===== config.mk =====
export PLATFORM = sky130hd
export DESIGN_NAME = phy_ctl
export DESIGN_NICKNAME = d
export VERILOG_FILES = /design/src/rtl/phy_ctl_pkg.sv /design/src/rtl/phy_ctl.sv /design/src/rtl/cycle_timer.sv /design/src/rtl/word_fifo.sv
export VERILOG_INCLUDE_DIRS = /design/src /design/src/rtl
export SDC_FILE = /design/constraint.sdc
export NUM_CORES = 1
export LEC_CHECK = 0
export ABC_AREA = 1
export BUFFER_PORTS_ARGS = -buffer_cell sky130_fd_sc_hd__buf_4
export CORE_UTILIZATION = 25
export CTS_CLUSTER_SIZE = 12
export DETAILED_ROUTE_END_ITERATION = 8
export GPL_ROUTABILITY_DRIVEN = 0
export PLACE_DENSITY_LB_ADDON = 0.25
export SKIP_LAST_GASP = 1
export SLEW_MARGIN = 20
export SYNTH_ARGS = -nofsm -noshare
export SYNTH_HDL_FRONTEND = slang
export SYNTH_SLANG_ARGS = --single-unit

===== constraint.sdc =====
create_clock -name mclk -period 4.2 [get_ports mclk]
set_clock_uncertainty 0.2 [all_clocks]
set_input_delay 0.84 -clock mclk [delete_from_list [all_inputs] [get_ports mclk]]
set_output_delay 0.84 -clock mclk [all_outputs]
set_load 0.02 [all_outputs]

===== src/rtl/phy_ctl_consts.svh =====
`ifndef PHY_CTL_CONSTS_SVH
`define PHY_CTL_CONSTS_SVH
`define CLK_NS 10
`define ALIGN_WAIT_NS 54600
`define ALIGN_EXT_NS 54600
`define XTALK_NS 533
`define WAKE_BURST_CYC 14'h0040
`define RATE_SETTLE_CYC 14'h0020
`define TMR_W 14
`define RATE_FASTEST 2'h1
`define RATE_LOWEST 2'h0
`define ALIGN_WORD 32'h7B4A4ABC
`define FILL_WORD 32'h00000000
`define WORD_W 32
`define FIFO_DEPTH 4
`define ADDR_W 8
`define REG_CTRL_OFS 8'h00
`define REG_STATUS_OFS 8'h04
`define CTRL_EXT_BIT 0
`define RESP_OKAY 2'h0
`define RESP_SLVERR 2'h2
`endif


===== src/rtl/phy_ctl_pkg.sv =====
package phy_ctl_pkg;
    typedef enum logic [8:0] {
        listen_state = 9'h001,
        await_wake_end_state = 9'h002,
        wake_burst_tx_state = 9'h004,
        align_tx_state = 9'h008,
        link_ready_state = 9'h010,
        light_sleep_state = 9'h020,
        deep_sleep_state = 9'h040,
        reduce_speed_state = 9'h080,
        fail_state = 9'h100
    } phy_state_e;
    typedef enum logic [2:0] {
        kind_quiet = 3'h0,
        kind_wake = 3'h1,
        kind_align = 3'h2,
        kind_data = 3'h3,
        kind_fill = 3'h4
    } tx_kind_e;
    typedef logic [1:0] rate_t;
    typedef struct packed {
        logic align_det;
        logic comwake_det;
        logic sync;
    } rx_status_s;
    typedef struct packed {
        tx_kind_e kind;
        rate_t rate;
        logic [31:0] word;
    } tx_out_s;
endpackage


===== src/rtl/phy_ctl.sv =====
// What this block does
// - first ALIGN after power-on goes out at the fastest supported rate
// - ALIGN only at a valid rate, never while the rate is changing
// - after the wake burst ends the transmitter sends ALIGN, going quiet only if the ALIGN wait times out
// - host ALIGN ignored during the early idle window to reject crosstalk
// - ALIGN wait may be stretched by 54.6us, at most 109.2us in total
// - no idle gap between the end of the wake burst and the first ALIGN
// - a device-initiated wake resumes at the earlier negotiated rate
// - a failed device-initiated wake never lowers the rate
// - a failed device-initiated wake retries the wake burst
// - partial request in ready moves to light sleep
// - slumber request without partial request in ready moves to deep sleep
// - without power requests stay ready and send every link-layer word
// - ready flag only while in ready and receiver is in sync
// - light sleep is quiet; request drop without host wake starts own wake burst
// - request drop with host wake seen goes to await wake end
// - send ALIGN until host ALIGN or the timeout; host ALIGN means ready
`include "phy_ctl_consts.svh"
`timescale 1ns/1ps
`default_nettype none
module phy_ctl #(
    parameter int ALIGN_WAIT_CYC = `ALIGN_WAIT_NS / `CLK_NS,
    parameter int ALIGN_EXT_CYC = `ALIGN_EXT_NS / `CLK_NS
) (
    input wire logic mclk,
    input wire logic rstn,
    input wire phy_ctl_pkg::rx_status_s rx,
    input wire logic tx_ready,
    output var phy_ctl_pkg::tx_out_s tx,
    input wire logic partial_req,
    input wire logic slumber_req,
    input wire logic word_valid,
    output logic word_ready,
    input wire logic [31:0] word_data,
    output logic phy_rdy,
    input wire logic [7:0] awaddr,
    input wire logic awvalid,
    output logic awready,
    input wire logic [31:0] wdata,
    input wire logic [3:0] wstrb,
    input wire logic wvalid,
    output logic wready,
    output logic [1:0] bresp,
    output logic bvalid,
    input wire logic bready,
    input wire logic [7:0] araddr,
    input wire logic arvalid,
    output logic arready,
    output logic [31:0] rdata,
    output logic [1:0] rresp,
    output logic rvalid,
    input wire logic rready
);
    import phy_ctl_pkg::*;

    localparam int XTALK_CYC = (`XTALK_NS + `CLK_NS - 1) / `CLK_NS;

    phy_state_e state_q;
    phy_state_e state_d;
    rate_t rate_q;
    rate_t neg_rate_q;
    logic resume_q;
    logic ext_en_q;
    logic [7:0] guard_q;
    logic guard_done;
    logic align_ok;
    logic tmr_load;
    logic [`TMR_W-1:0] tmr_val;
    logic tmr_done;
    logic fifo_valid;
    logic fifo_pop;
    logic [31:0] fifo_data;
    logic aw_got_q;
    logic w_got_q;
    logic [7:0] awaddr_q;
    logic [31:0] wdata_q;
    logic [3:0] wstrb_q;

    // one reusable timer: wake burst length, ALIGN wait, rate settle
    cycle_timer #(.W(`TMR_W)) u_tmr (
        .mclk(mclk),
        .rstn(rstn),
        .load(tmr_load),
        .load_val(tmr_val),
        .done(tmr_done)
    );

    // link-layer words wait here; back-pressure reaches the link layer
    word_fifo #(.WIDTH(`WORD_W), .DEPTH(`FIFO_DEPTH)) u_fifo (
        .mclk(mclk),
        .rstn(rstn),
        .in_valid(word_valid),
        .in_ready(word_ready),
        .in_data(word_data),
        .out_valid(fifo_valid),
        .out_ready(fifo_pop),
        .out_data(fifo_data)
    );

    // early detections may be crosstalk on an idle line
    assign guard_done = (guard_q >= 8'(XTALK_CYC));
    assign align_ok = rx.align_det && guard_done;

    always_comb begin
        state_d = state_q;
        case (state_q)
            listen_state: begin
                if (rx.comwake_det) begin
                    state_d = await_wake_end_state;
                end
            end
            await_wake_end_state: begin
                if (!rx.comwake_det) begin
                    state_d = wake_burst_tx_state;
                end
            end
            wake_burst_tx_state: begin
                if (tmr_done) begin
                    state_d = align_tx_state;
                end
            end
            align_tx_state: begin
                if (align_ok) begin
                    state_d = link_ready_state;
                end else if (tmr_done) begin
                    if (resume_q || rate_q == `RATE_LOWEST) begin
                        state_d = fail_state;
                    end else begin
                        state_d = reduce_speed_state;
                    end
                end
            end
            link_ready_state: begin
                if (partial_req) begin
                    state_d = light_sleep_state;
                end else if (slumber_req) begin
                    state_d = deep_sleep_state;
                end
            end
            light_sleep_state: begin
                if (!partial_req) begin
                    // host wake wins a tie with own wake
                    state_d = rx.comwake_det ? await_wake_end_state
                                             : wake_burst_tx_state;
                end
            end
            deep_sleep_state: begin
                if (!slumber_req) begin
                    state_d = rx.comwake_det ? await_wake_end_state
                                             : wake_burst_tx_state;
                end
            end
            reduce_speed_state: begin
                if (tmr_done) begin
                    state_d = align_tx_state;
                end
            end
            fail_state: begin
                if (resume_q) begin
                    state_d = wake_burst_tx_state;
                end else if (rx.comwake_det) begin
                    state_d = await_wake_end_state;
                end
            end
            default: state_d = listen_state;
        endcase
    end

    always_comb begin
        tmr_load = (state_d != state_q);
        case (state_d)
            wake_burst_tx_state: tmr_val = `WAKE_BURST_CYC;
            align_tx_state: tmr_val = ext_en_q ? `TMR_W'(ALIGN_WAIT_CYC + ALIGN_EXT_CYC)
                                               : `TMR_W'(ALIGN_WAIT_CYC);
            reduce_speed_state: tmr_val = `RATE_SETTLE_CYC;
            default: tmr_val = '0;
        endcase
    end

    always_ff @(posedge mclk or negedge rstn) begin
        if (!rstn) begin
            state_q <= listen_state;
        end else begin
            state_q <= state_d;
        end
    end

    always_ff @(posedge mclk or negedge rstn) begin
        if (!rstn) begin
            guard_q <= '0;
        end else if (state_q != align_tx_state) begin
            guard_q <= '0;
        end else if (!guard_done) begin
            guard_q <= guard_q + 8'h01;
        end
    end

    always_ff @(posedge mclk or negedge rstn) begin
        if (!rstn) begin
            resume_q <= 1'b0;
        end else if (state_d == light_sleep_state || state_d == deep_sleep_state) begin
            resume_q <= 1'b1;
        end else if (state_d == link_ready_state || state_d == listen_state) begin
            resume_q <= 1'b0;
        end
    end

    always_ff @(posedge mclk or negedge rstn) begin
        if (!rstn) begin
            rate_q <= `RATE_FASTEST;
            neg_rate_q <= `RATE_FASTEST;
        end else begin
            if (state_q == align_tx_state && state_d == link_ready_state && !resume_q) begin
                neg_rate_q <= rate_q;
            end
            if (state_d == reduce_speed_state && state_q != reduce_speed_state) begin
                rate_q <= rate_q - 2'h1;
            end else if (resume_q && state_q != state_d
                         && (state_d == wake_burst_tx_state || state_d == await_wake_end_state)) begin
                rate_q <= neg_rate_q;
            end else if (state_q == fail_state && state_d == await_wake_end_state) begin
                rate_q <= `RATE_FASTEST;
            end
        end
    end

    // a word leaves the fifo only while staying in ready
    assign fifo_pop = fifo_valid && tx_ready && state_q == link_ready_state
                      && state_d == link_ready_state;

    always_ff @(posedge mclk or negedge rstn) begin
        if (!rstn) begin
            tx.kind <= kind_quiet;
            tx.rate <= `RATE_FASTEST;
            tx.word <= `FILL_WORD;
        end else begin
            // rate settles while the line is quiet, so no ALIGN between rates
            tx.rate <= rate_q;
            case (state_d)
                wake_burst_tx_state: begin
                    tx.kind <= kind_wake;
                    tx.word <= `FILL_WORD;
                end
                align_tx_state: begin
                    tx.kind <= kind_align;
                    tx.word <= `ALIGN_WORD;
                end
                link_ready_state: begin
                    tx.kind <= fifo_pop ? kind_data : kind_fill;
                    tx.word <= fifo_pop ? fifo_data : `FILL_WORD;
                end
                default: begin
                    // sleep, rate change and fail are quiet lines
                    tx.kind <= kind_quiet;
                    tx.word <= `FILL_WORD;
                end
            endcase
        end
    end

    always_ff @(posedge mclk or negedge rstn) begin
        if (!rstn) begin
            phy_rdy <= 1'b0;
        end else begin
            phy_rdy <= (state_d == link_ready_state) && rx.sync;
        end
    end

    // register write side
    always_ff @(posedge mclk or negedge rstn) begin
        if (!rstn) begin
            awready <= 1'b1;
            wready <= 1'b1;
            aw_got_q <= 1'b0;
            w_got_q <= 1'b0;
            awaddr_q <= '0;
            wdata_q <= '0;
            wstrb_q <= '0;
            bvalid <= 1'b0;
            bresp <= `RESP_OKAY;
            ext_en_q <= 1'b0;
        end else begin
            if (awvalid && awready) begin
                awready <= 1'b0;
                aw_got_q <= 1'b1;
                awaddr_q <= awaddr;
            end
            if (wvalid && wready) begin
                wready <= 1'b0;
                w_got_q <= 1'b1;
                wdata_q <= wdata;
                wstrb_q <= wstrb;
            end
            if (aw_got_q && w_got_q && !bvalid) begin
                aw_got_q <= 1'b0;
                w_got_q <= 1'b0;
                bvalid <= 1'b1;
                bresp <= `RESP_OKAY;
                if (awaddr_q == `REG_CTRL_OFS) begin
                    if (wstrb_q[0]) begin
                        ext_en_q <= wdata_q[`CTRL_EXT_BIT];
                    end
                end else if (awaddr_q != `REG_STATUS_OFS) begin
                    bresp <= `RESP_SLVERR;
                end
            end
            if (bvalid && bready) begin
                bvalid <= 1'b0;
                awready <= 1'b1;
                wready <= 1'b1;
            end
        end
    end

    // register read side
    always_ff @(posedge mclk or negedge rstn) begin
        if (!rstn) begin
            arready <= 1'b1;
            rvalid <= 1'b0;
            rdata <= '0;
            rresp <= `RESP_OKAY;
        end else if (arvalid && arready) begin
            arready <= 1'b0;
            rvalid <= 1'b1;
            rresp <= `RESP_OKAY;
            if (araddr == `REG_CTRL_OFS) begin
                rdata <= {31'h00000000, ext_en_q};
            end else if (araddr == `REG_STATUS_OFS) begin
                rdata <= {17'h00000, resume_q, neg_rate_q, rate_q, phy_rdy, state_q};
            end else begin
                rdata <= '0;
                rresp <= `RESP_SLVERR;
            end
        end else if (rvalid && rready) begin
            rvalid <= 1'b0;
            arready <= 1'b1;
        end
    end

    // helper: cycles spent sending ALIGN
    logic [15:0] align_age_q;
    always_ff @(posedge mclk or negedge rstn) begin
        if (!rstn) begin
            align_age_q <= '0;
        end else if (state_q == align_tx_state) begin
            align_age_q <= align_age_q + 16'h0001;
        end else begin
            align_age_q <= '0;
        end
    end
endmodule
`default_nettype wire


===== src/rtl/cycle_timer.sv =====
`timescale 1ns/1ps
`default_nettype none
module cycle_timer #(
    parameter int W = 14
) (
    input wire logic mclk,
    input wire logic rstn,
    input wire logic load,
    input wire logic [W-1:0] load_val,
    output logic done
);
    logic [W-1:0] count_q;

    always_ff @(posedge mclk or negedge rstn) begin
        if (!rstn) begin
            count_q <= '0;
        end else if (load) begin
            count_q <= load_val;
        end else if (count_q != '0) begin
            count_q <= count_q - 1'b1;
        end
    end

    // done one cycle early so a load of n keeps the state for exactly n cycles
    assign done = (count_q <= W'(1));
endmodule
`default_nettype wire


===== src/rtl/word_fifo.sv =====
`timescale 1ns/1ps
`default_nettype none
module word_fifo #(
    parameter int WIDTH = 32,
    parameter int DEPTH = 4
) (
    input wire logic mclk,
    input wire logic rstn,
    input wire logic in_valid,
    output logic in_ready,
    input wire logic [WIDTH-1:0] in_data,
    output logic out_valid,
    input wire logic out_ready,
    output logic [WIDTH-1:0] out_data
);
    localparam int AW = $clog2(DEPTH);
    logic [WIDTH-1:0] mem [DEPTH];
    logic [AW-1:0] wr_q;
    logic [AW-1:0] rd_q;
    logic [AW:0] cnt_q;
    logic push;
    logic pop;

    assign push = in_valid && in_ready;
    assign pop = out_valid && out_ready;
    assign out_data = mem[rd_q];

    always_ff @(posedge mclk) begin
        if (push) begin
            mem[wr_q] <= in_data;
        end
    end

    always_ff @(posedge mclk or negedge rstn) begin
        if (!rstn) begin
            wr_q <= '0;
            rd_q <= '0;
            cnt_q <= '0;
            in_ready <= 1'b1;
            out_valid <= 1'b0;
        end else begin
            if (push) begin
                wr_q <= (wr_q == AW'(DEPTH - 1)) ? '0 : wr_q + 1'b1;
            end
            if (pop) begin
                rd_q <= (rd_q == AW'(DEPTH - 1)) ? '0 : rd_q + 1'b1;
            end
            // full and empty kept as flops so the ports are glitch free
            cnt_q <= cnt_q + (AW+1)'(push) - (AW+1)'(pop);
            in_ready <= (cnt_q + (AW+1)'(push) - (AW+1)'(pop)) != (AW+1)'(DEPTH);
            out_valid <= (cnt_q + (AW+1)'(push) - (AW+1)'(pop)) != '0;
        end
    end
endmodule
`default_nettype wire


==> flow_summary.ini <==
[status]
status = finished clean

[route]
dr.pass1.iters = 4
drtIter0Drc = 335
num_vias = 7341
wirelength_um = 25900
viasPerCell = 4.40
ant_nets = 0
drc = 0
wl_per_cell_um = 15.5

[power]
p_sw_frac = 0.300
p_int_mw = 5.02
p_leak_nw = 5.56
max-vdd-ir-drop_mv = 0.298
p_seq_frac = 0.439
pwr-share-comb = 0.201
p_switching_mw = 2.15
powerDensity_nw_per_um2 = 545
clockPowerShare = 0.359
fin_total_pwr_mw = 7.17

[synthesis]
synth_top_family_by_area = simple AND/OR/NAND/NOR gates
synth-compound-area-share = 0.107
synth_edf_count = 128
postSynthAreaPerCell_sq_um = 10.9
synth_mux_area_frac = 0.000936
synth_fa_ha_area_frac = 0.0171
syn_inst = 977
synth-xor-area-share = 0.00819
synth_cell_type_count = 49
synth_top_area_share = 0.360
synth_area_leaders = edfxtp_1 (36%), dfrtp_1 (26%), nand2_1 (5.7%), o21ai_0 (3.3%), nor2_1 (3.1%)
synth_area_sq_um = 10700
synth-seq-cells = 246
ys_top_cells_by_count = nand2_1 (161), edfxtp_1 (128), dfrtp_1 (110)
yosysMostFrequentCell = nand2_1
synth_top_area_cell = edfxtp_1
synth_flop_cell = edfxtp_1
synth-simple-area-share = 0.167
async_reset_ff_frac = 0.480
ys_warn_count = 0
ys_seq_area_frac = 0.637

[sta]
layout_min_cycle_time_ns = 3.36
slew_headroom = 0.307
min_period_over_period = 0.800
tightest_slew_ns = 1.04
max_freq_mhz = 298
fin_ws_ns = 0.841
fin_setup_tns_ns = 0
hold_viol = 0
slew_viol_final = 0
final-setup-viol-count = 0
rsz0062_at_grt = false

[clock_network]
cts.clk_slew.worst_paths_ns = 0.06
cts_resized = 0
cts_buffers = 29
cts_setup_buffers = 0
clock_latency_ns = 0.57
clock-sinks = 246
ctsLongestPathBuffers = 3
cts_tree = done
cts-root-buf = clkbuf_16
cts_hold_buf = 0
htreeDepth = 1

[global_route]
grt_pass1_wl_um = 41300
grt-ovfl-total = 0
antenna_found_initial = 2
track_usage = 0.120
first_global_vias = 7240
grt_max_degree = 76

[placement]
hpwl_um = 16300
dpl-instance-area_sq_um = 12200
dp_slack_ns = 0.812
portBuffers = 124

[run]
max_cap_violations = 0

[finish]
multi_input_area_sq_um = 3310
nFillCells = 4306
final_nets = 1220
final_area_sq_um = 13200
regArea_sq_um = 6810
drive_gt1_frac = 0.227
areaGrowthSynthToFinish_pct = 23.1

[die]
ioPinCount = 178
initial_core_util = 0.254
die_x_um = 209
core_area_sq_um = 42000
rows = 75
die_area_sq_um = 43600
fp.dieH_um = 209

[min_path]
min_path_type = in2async

[worst_setup_path]
worstPathRequired_ns = 4.45
path_max_fanout = 6
crit_type = reg2reg
worstSetupEndpointType = register
crit_path_start_kind = register
cp.arrival_ns = 3.60
r2r_cells = 17
## stage by stage
| stage | instances | util | hold slack [ns] |
|---|---|---|---|
| after floorplan | 995 | - | 0.167 |
| after global placement | 1616 | 0.289 | 0.189 |
| after detailed placement | 1616 | 0.289 | 0.187 |
| after CTS | 1669 | 0.313 | 0.108 |
| after global routing | 1669 | 0.313 | 0.113 |
| final | 1670 | 0.313 | 0.0882 |
## critical path, cell delays in order, from the launching register on
cell and delay [ns]:
dfrtp_1 0.38, inv_1 0.13, ha_1 0.22, nand2_2 0.13
nor3_1 0.26, nand2_1 0.09, nand2_1 0.20, o21ai_0 0.11
nand2_1 0.12, nand2_4 0.09, nand2_4 0.07, inv_2 0.05
ha_1 0.26, inv_1 0.04, ha_1 0.18, fa_1 0.37
xor2_1 0.19, nand3b_1 0.16
## power by group through the flow
stage | Sequential (mW) | Clock [mW] | Combinational [mW]
after floorplan | 3.22 | 0 | 0.969
after global placement | 3.19 | 0 | 1.47
after detailed placement | 3.20 | 0 | 1.47
after CTS | 3.15 | 2.68 | 1.48
after global routing | 3.19 | 2.76 | 1.65
final | 3.15 | 2.58 | 1.44
## layout by cell type, fill, tap and decap left out, types with 11 or more instances in the layout
cell,instances
a21oi_1,63
inv_1,84
edfxtp_1,128
buf_4,131
nor2_1,83
nor3_1,12
nand3_1,49
o21ai_0,70
clkbuf_16,29
o21ai_1,12
nand2_1,161
dfrtp_1,109
conb_1,19
nor2_4,11
nand4_1,13
ha_1,13
## area by class of cell
class / instances / area share
repair buffers: 133 / 0.0771
flip-flops and latches: 246 / 0.518
clock buffers: 42 / 0.0634
well taps: 539 / 0.0513
clock inverters: 11 / 0.0114
diodes: 1 / 0.000190
inverters: 95 / 0.0275
multi-input cells: 603 / 0.252
## metal layers
layer | track usage | wire, um | vias to the layer above | share of wire
met2 | 0.191 | 11800 | 183 | 0.46
li1 | - | - | 3574 | -
met3 | 0.0323 | 1750 | 50 | 0.068
met5 | 0 | 11 | - | 0.00042
met1 | 0.161 | 11800 | 3532 | 0.45
met4 | 0.0312 | 563 | 2 | 0.022
## registers in the layout, indices dropped and copies added (netlist names), 2 cells and up
| register | count |
|---|---|
| awaddr_q | 8 |
| guard_q | 8 |
| neg_rate_q | 2 |
| rate_q | 2 |
| rdata | 15 |
| state_q | 9 |
| tx | 37 |
| u_fifo.cnt_q | 3 |
| u_fifo.mem | 128 |
| u_fifo.rd_q | 2 |
| u_fifo.wr_q | 2 |
| u_tmr.count_q | 14 |
## path summary, 6_finish.rpt
path / startpoint / to / slack, ns
max in group asynchronous: rstn / rate_q[0]$_DFFE_PN1P_ / 2.93
max reg2reg: u_tmr.count_q[0]$_DFFE_PN0P_ / u_fifo.out_valid$_DFF_PN0_ / 0.84
min in group mclk: rate_q[0]$_DFFE_PN1P_ / tx[32]$_DFF_PN1_ / 0.19
max: u_tmr.count_q[0]$_DFFE_PN0P_ / u_fifo.out_valid$_DFF_PN0_ / 0.84
min: rstn / rresp[1]$_DFFE_PN0P_ / 0.09
min reg2reg: rate_q[0]$_DFFE_PN1P_ / tx[32]$_DFF_PN1_ / 0.19
## cells by family after synthesis
kind of cell / Yosys count
adder cells (fa/ha/maj): 14
multiplexers: 1
AO/OA/AOI/OAI: 191
buffers and inverters: 146
other: 1
XOR/XNOR: 10
flip-flops: 246
AND/OR/NAND/NOR: 368
(Power assumes the default switching activity.)
